--- src/logic/cycle_sched_pkg.sv ---
////////////////////////////////////////////////////////////////////////////////
// shared constants and types for the work cycle scheduler
package cycle_sched_pkg;

	// widths of calendar and length inputs
	localparam int TOD_W = 17;
	localparam int LEN_W = 22;
	localparam int DAYN_W = 16;
	localparam int DOM_W = 5;
	localparam int SLOTS = 24;
	localparam int TRIGS = 4;

	// fixed phase lengths, in seconds
	localparam logic [LEN_W-1:0] PRESTANDBY_S = 22'h000078;
	localparam logic [LEN_W-1:0] WARMING_S = 22'h00003c;
	localparam logic [LEN_W-1:0] FIRST_ZERO_S = 22'h00003c;

	// adjustable period limits, in days
	localparam logic [DOM_W-1:0] PERIOD_MIN = 5'h01;
	localparam logic [DOM_W-1:0] PERIOD_MAX = 5'h1e;

	// reset values and the one-second counter step
	localparam logic [TRIGS-1:0] TRIG_IDLE = 4'hf;
	localparam logic [LEN_W-1:0] LEN_ZERO = 22'h000000;
	localparam logic [LEN_W-1:0] LEN_ONE = 22'h000001;
	localparam logic [DAYN_W-1:0] DAYN_ZERO = 16'h0000;

	// work modes
	typedef enum logic [1:0] {
		MODE_SCHEDULER = 2'h0,
		MODE_TRIGGERED = 2'h1,
		MODE_MONTHLY = 2'h2,
		MODE_ADJUSTABLE = 2'h3
	} work_mode_t;

	// work phases
	typedef enum logic [2:0] {
		PH_WARMING = 3'h0,
		PH_FIRST_ZERO = 3'h1,
		PH_VENTILATION = 3'h2,
		PH_MEASUREMENT = 3'h3,
		PH_PRESTANDBY = 3'h4,
		PH_STANDBY = 3'h5
	} phase_t;

endpackage

--- src/logic/work_mode_cycle_scheduler.sv ---
`timescale 1ns/100ps
module work_mode_cycle_scheduler
	import cycle_sched_pkg::*;
(
	input wire logic ref_clk,
	input wire logic reset,
	input wire work_mode_t work_mode,
	input wire logic second_tick,
	input wire logic [TOD_W-1:0] time_of_day,
	input wire logic [DOM_W-1:0] day_of_month,
	input wire logic [DOM_W-1:0] days_in_month,
	input wire logic [DAYN_W-1:0] day_number,
	input wire logic [SLOTS-1:0] slot_enable,
	input wire logic [SLOTS-1:0][TOD_W-1:0] slot_time,
	input wire logic [TRIGS-1:0] trigger_input,
	input wire logic [TRIGS-1:0] trigger_enable,
	input wire logic [LEN_W-1:0] ventilation_length,
	input wire logic [LEN_W-1:0] measurement_length,
	input wire logic [LEN_W-1:0] cycle_length,
	input wire logic [DOM_W-1:0] zero_day,
	input wire logic [TOD_W-1:0] zero_time,
	input wire logic [DAYN_W-1:0] first_zero_day,
	input wire logic [DOM_W-1:0] period_days,
	output phase_t phase,
	output logic cycle_start,
	output logic init_done
);

	phase_t phase_reg;
	phase_t phase_next;
	logic cycle_start_reg;
	logic init_done_reg;
	logic [TRIGS-1:0] trig_meta_reg;
	logic [TRIGS-1:0] trig_sync_reg;
	logic [TRIGS-1:0] trig_prev_reg;
	logic [TRIGS-1:0] trig_rise;
	logic [LEN_W-1:0] phase_secs_reg;
	logic [LEN_W-1:0] cycle_secs_reg;
	logic [LEN_W-1:0] phase_secs_inc;
	logic [LEN_W-1:0] cycle_secs_inc;
	logic [DAYN_W-1:0] next_zero_reg;
	logic zero_loaded_reg;
	logic [DOM_W-1:0] eff_zero_day;
	logic [DOM_W-1:0] period_eff;
	logic slot_hit;
	logic zero_time_hit;
	logic monthly_hit;
	logic adjust_hit;
	logic start_evt;
	logic accept;
	logic long_mode;

	////////////////////////////////////////////////////////////////////////////
	// trigger inputs

	// two-flop synchroniser then edge memory; idle value high
	always_ff @(posedge ref_clk) begin
		if (reset) begin
			trig_meta_reg <= TRIG_IDLE;
			trig_sync_reg <= TRIG_IDLE;
			trig_prev_reg <= TRIG_IDLE;
		end else begin
			trig_meta_reg <= trigger_input;
			trig_sync_reg <= trig_meta_reg;
			trig_prev_reg <= trig_sync_reg;
		end
	end

	// rising edges on enabled inputs only
	assign trig_rise = trig_sync_reg & ~trig_prev_reg & trigger_enable;

	////////////////////////////////////////////////////////////////////////////
	// start moments

	// any enabled daily slot matching the current second
	always_comb begin
		slot_hit = 1'b0;
		for (int i = 0; i < SLOTS; i++) begin
			if (slot_enable[i] && slot_time[i] == time_of_day) begin
				slot_hit = 1'b1;
			end
		end
	end

	// zeroing day clamped to the month's last day
	assign eff_zero_day = (zero_day > days_in_month) ? days_in_month : zero_day;

	// period limited to one to thirty days
	always_comb begin
		if (period_days < PERIOD_MIN) begin
			period_eff = PERIOD_MIN;
		end else if (period_days > PERIOD_MAX) begin
			period_eff = PERIOD_MAX;
		end else begin
			period_eff = period_days;
		end
	end

	assign zero_time_hit = second_tick && (time_of_day == zero_time);
	assign monthly_hit = zero_time_hit && (day_of_month == eff_zero_day);
	assign adjust_hit = zero_time_hit && zero_loaded_reg && (day_number == next_zero_reg);
	assign long_mode = (work_mode == MODE_MONTHLY) || (work_mode == MODE_ADJUSTABLE);

	// start event for the selected mode
	always_comb begin
		case (work_mode)
			MODE_SCHEDULER: start_evt = second_tick && slot_hit;
			MODE_TRIGGERED: start_evt = |trig_rise;
			MODE_MONTHLY: start_evt = monthly_hit;
			MODE_ADJUSTABLE: start_evt = adjust_hit;
			default: start_evt = 1'b0;
		endcase
	end

	// a start preempts any phase once initial phases are over
	assign accept = start_evt && init_done_reg;

	////////////////////////////////////////////////////////////////////////////
	// adjustable period: next zeroing day

	// load first date after reset, catch up, then step per zeroing
	always_ff @(posedge ref_clk) begin
		if (reset) begin
			next_zero_reg <= DAYN_ZERO;
			zero_loaded_reg <= 1'b0;
		end else if (!zero_loaded_reg) begin
			next_zero_reg <= first_zero_day;
			zero_loaded_reg <= 1'b1;
		end else if (next_zero_reg < day_number) begin
			next_zero_reg <= next_zero_reg + DAYN_W'(period_eff);
		end else if (adjust_hit) begin
			next_zero_reg <= next_zero_reg + DAYN_W'(period_eff);
		end
	end

	////////////////////////////////////////////////////////////////////////////
	// phase sequencing

	assign phase_secs_inc = phase_secs_reg + LEN_ONE;
	assign cycle_secs_inc = cycle_secs_reg + LEN_ONE;

	// next phase; midnight plays no part here
	always_comb begin
		phase_next = phase_reg;
		if (accept) begin
			phase_next = PH_VENTILATION;
		end else if (second_tick) begin
			case (phase_reg)
				PH_WARMING: begin
					if (phase_secs_inc >= WARMING_S) begin
						phase_next = PH_FIRST_ZERO;
					end
				end
				PH_FIRST_ZERO: begin
					if (phase_secs_inc >= FIRST_ZERO_S) begin
						phase_next = PH_MEASUREMENT;
					end
				end
				PH_VENTILATION: begin
					if (phase_secs_inc >= ventilation_length) begin
						phase_next = PH_MEASUREMENT;
					end
				end
				PH_MEASUREMENT: begin
					if (!long_mode && (phase_secs_inc >= measurement_length ||
						(cycle_length != LEN_ZERO && cycle_secs_inc >= cycle_length))) begin
						phase_next = PH_PRESTANDBY;
					end
				end
				PH_PRESTANDBY: begin
					if (phase_secs_inc >= PRESTANDBY_S) begin
						phase_next = PH_STANDBY;
					end
				end
				PH_STANDBY: phase_next = PH_STANDBY;
				default: phase_next = PH_STANDBY;
			endcase
		end
	end

	// phase register
	always_ff @(posedge ref_clk) begin
		if (reset) begin
			phase_reg <= PH_WARMING;
		end else begin
			phase_reg <= phase_next;
		end
	end

	// seconds spent in the current phase
	always_ff @(posedge ref_clk) begin
		if (reset) begin
			phase_secs_reg <= LEN_ZERO;
		end else if (accept || phase_next != phase_reg) begin
			phase_secs_reg <= LEN_ZERO;
		end else if (second_tick) begin
			phase_secs_reg <= phase_secs_inc;
		end
	end

	// seconds since the cycle began
	always_ff @(posedge ref_clk) begin
		if (reset) begin
			cycle_secs_reg <= LEN_ZERO;
		end else if (accept) begin
			cycle_secs_reg <= LEN_ZERO;
		end else if (second_tick) begin
			cycle_secs_reg <= cycle_secs_inc;
		end
	end

	// start pulse and initial-phase status
	always_ff @(posedge ref_clk) begin
		if (reset) begin
			cycle_start_reg <= 1'b0;
			init_done_reg <= 1'b0;
		end else begin
			cycle_start_reg <= accept;
			init_done_reg <= (phase_next != PH_WARMING) && (phase_next != PH_FIRST_ZERO);
		end
	end

	assign phase = phase_reg;
	assign cycle_start = cycle_start_reg;
	assign init_done = init_done_reg;
endmodule // work_mode_cycle_scheduler

--- config.mk ---
export PLATFORM = sky130hd
export DESIGN_NAME = work_mode_cycle_scheduler
export DESIGN_NICKNAME = d
export VERILOG_FILES = /design/src/logic/cycle_sched_pkg.sv /design/src/logic/work_mode_cycle_scheduler.sv
export SDC_FILE = /design/constraint.sdc
export NUM_CORES = 1
export LEC_CHECK = 0
export BUFFER_PORTS_ARGS = -buffer_cell sky130_fd_sc_hd__buf_2
export CAP_MARGIN = 30
export CORE_AREA = 2 2 234 236
export DETAILED_ROUTE_END_ITERATION = 7
export DIE_AREA = 0 0 236 238
export PLACE_DENSITY_LB_ADDON = 0.2
export SYNTH_ARGS = -nofsm -noshare
export SYNTH_HDL_FRONTEND = slang
export SYNTH_SLANG_ARGS = --single-unit
--- constraint.sdc ---
create_clock -name ref_clk -period 4.05 [get_ports ref_clk]
set_input_delay 0.2025 -clock ref_clk [delete_from_list [all_inputs] [get_ports ref_clk]]
set_output_delay 0.2025 -clock ref_clk [all_outputs]
set_load 0.05 [all_outputs]
==> key figures <==
Final layout
  • Non-filler cells, final: 2878
  • Area Growth Syn to Fin: 38.27%
  • Final net count: 2862
  • Share of layout cells above drive strength 1: 0.3540

Timing
  • Final worst setup slack: 0.2682 ns
  • Relative slew slack: 0.3552
  • RSZ-0062 raised after global routing: no
  • Final hold vios: 0
  • Post-route setup TNS: 0 ns
  • Pins over their slew limit: 0
  • Worst Max-Slew Pin Slew: 0.9591 ns
  • Fmax: 264.4 MHz
  • Period utilization: 0.9338
  • Final setup viols: 0
  • Min cycle time layout: 3.782 ns
  • Final Skew: 0.01886 ns

Logic synthesis
  • YS warnings: 0
  • Cell area after synthesis: 12220 µm²
  • Synth Flop Type: dfxtp_1
  • Post-synthesis register bit count: 78
  • Syn Nets: 2253
  • Gate Count Post-Synth: 1561
  • EDFF count, synth: 0
  • Post-synth top area cell: xor2_1
  • Top cell type's share of synthesized area: 0.2853
  • Post-synthesis sequential area ratio: 0.1278
  • Post-synth ARST share: 0
  • Synth Area per Inst: 7.828 µm²
  • Synth top cells by count: xor2_1, xnor2_1, inv_1, nor4_1, ha_1
  • Most numerous cell in the Yosys netlist: xor2_1
  • Yosys cell types: 72
  • Synth area leaders: xor2_1, dfxtp_1, ha_1, xnor2_1, nor4_1

Critical path
  • Startpoint types: register
  • Worst path arrival time: 4.02 ns
  • Crit Path Max Fanout: 3
  • CP required: 4.29 ns
  • Crit end category: register
  • Setup Crit Path Kind: register to register

Run
  • MaxCap Viol Count: 0

Clocking
  • Clock sink count: 78
  • Clock tree from TritonCTS: yes
  • H-tree levels: 3
  • Hold_buf cts: 0
  • CTS Buf Count: 9
  • Clk buf depth: 2
  • Clk slew on worst S/H paths: 0.07 ns
  • Worst-Skew Late Latency: 0.35 ns
  • Root Driver: clkbuf_16

Floorplanning
  • Die W: 236 µm
  • Full die area: 56170 µm²
  • Placement Rows: 85
  • Die height: 238 µm
  • Starting Density: 0.2284
  • Core area: 53500 µm²
  • I/O pin total: 602

Routing
  • Vias post-DR: 13570
  • Wire per inst: 21.32 µm
  • ANT nets after route: 0
  • Total wire length: 61370 µm
  • Via/cell ratio: 4.714
  • TritonRoute pass-1 iters: 4
  • DRT iter0 DRCs: 606
  • DRC viols: 0

Worst hold path
  • Worst hold path type: input port to register

Global route
  • GRT Max-Usage Layer: met2
  • GR Util met3: 0.04500
  • Antenna violations before repair: 20
  • Overflow after GRT: 0
  • Overall Global Routing Usage: 0.2112
  • First-pass GRT wire length: 87890 µm
  • Vias in the first global route: 14040
  • Pin count of the biggest net entering global routing: 32
  • Grt met1 use: 0.2552
  • GR Util met2: 0.3681

Power
  • Worst vdd ir: 0.1837 mV
  • Static leakage: 8.131 nW
  • PwrDens: 175.4 nW/µm²

Placed design
  • HPWL Detailed: 52890 µm
  • Placed instance count: 2853
  • PortBufs: 601
  • RD Place Congestion: 0.8810
  • Setup WS pre-CTS: 0.03475 ns

Run status
  • Status: completed
[critical path: stages (launching register included)]
cell and delay (ns):
dfxtp_1 0.34, ha_2 0.21, nand3_4 0.09, or3_1 0.43, buf_4 0.16, nor2_1 0.17, nand4_1 0.16, xnor2_1 0.20
ha_1 0.32, nand4_1 0.13, or4_1 0.55, o21ai_2 0.22, buf_4 0.15, o21ai_0 0.08, a221o_1 0.31, o21a_1 0.16
[cells in the final DEF, fill, tap and decap left out, drive strengths merged, types with 18 or more instances in the layout]
| master | count |
|---|---|
| nor2 | 75 |
| inv | 106 |
| nand4 | 44 |
| buf | 698 |
| nand2 | 75 |
| xnor2 | 120 |
| nor4 | 123 |
| ha | 94 |
| dfxtp | 78 |
| a21oi | 33 |
| nand3 | 76 |
| xor2 | 398 |
| and3 | 18 |
| o21ai | 26 |
[path summary, 6_finish.rpt]
check	endpoint	start	slack, ns	cells after the start
setup / recovery	phase[1]	phase_secs_reg[1]	0.27	15
hold / removal	trig_meta_reg[0]	trigger_input[0]	0.03	2
setup reg to reg	phase[1]	phase_secs_reg[1]	0.27	15
hold reg to reg	trig_sync_reg[2]	trig_meta_reg[2]	0.41	1
[logic make-up (layout without fill, tap and decap cells)]
logic type	count (synthesis)	in the layout	share of synthesized area
simple gates	494	494	0.2308
xor+xnor	518	518	0.3713
fa+ha+maj	95	95	0.09789
flops	78	78	0.1278
other cells	0	7	0
compound gates	168	168	0.09759
mux	2	2	0.001638
buf+inv	206	820	0.07301
[report_power, final]
part           switching (W)  internal, W  leakage (nW)  total, W
sequential         0.0000253     0.000794         0.637  0.000819
clock               0.000344     0.000482         0.144  0.000826
combinational       0.000710     0.000608          7.35   0.00132
[stage by stage]
stage	hold WS (ns)	total power, W	area (µm²)	util
finish	0.03340	0.002964	16900	0.3158
global route	0.02729	0.003156	16890	0.3157
CTS	0.01905	0.003007	16810	0.3142
detailed placement	0.3940	0.002159	16510	0.3086
global placement	0.3918	0.002139	16510	0.3086
floorplan	0.3063	0.001502	12220	-
[repair_timing]
action	CTS	global route
resized for setup	0	15
hold endpoints to repair	0	0
buffers inserted	0	2
endpoints found under the setup margin	0	24
[area by class of cell]
cell class              instances  area, µm²
fillers                      5882      36600
clock buffers                  10      229.0
flip-flops and latches         78       1563
multi-input cells            1277       9837
diodes                          7      17.52
well taps                     696      870.8
inverters                     106      397.9
repair buffers                698       3911
clock inverters                 6      68.82
[layer usage]
| layer | part of all wire | up-vias |
|---|---|---|
| met5 | 0.0015 | - |
| met4 | 0.036 | 14 |
| met3 | 0.063 | 106 |
| met2 | 0.48 | 499 |
| met1 | 0.42 | 6319 |
| li1 | - | 6630 |
Power figures use the tool's default switching activity.
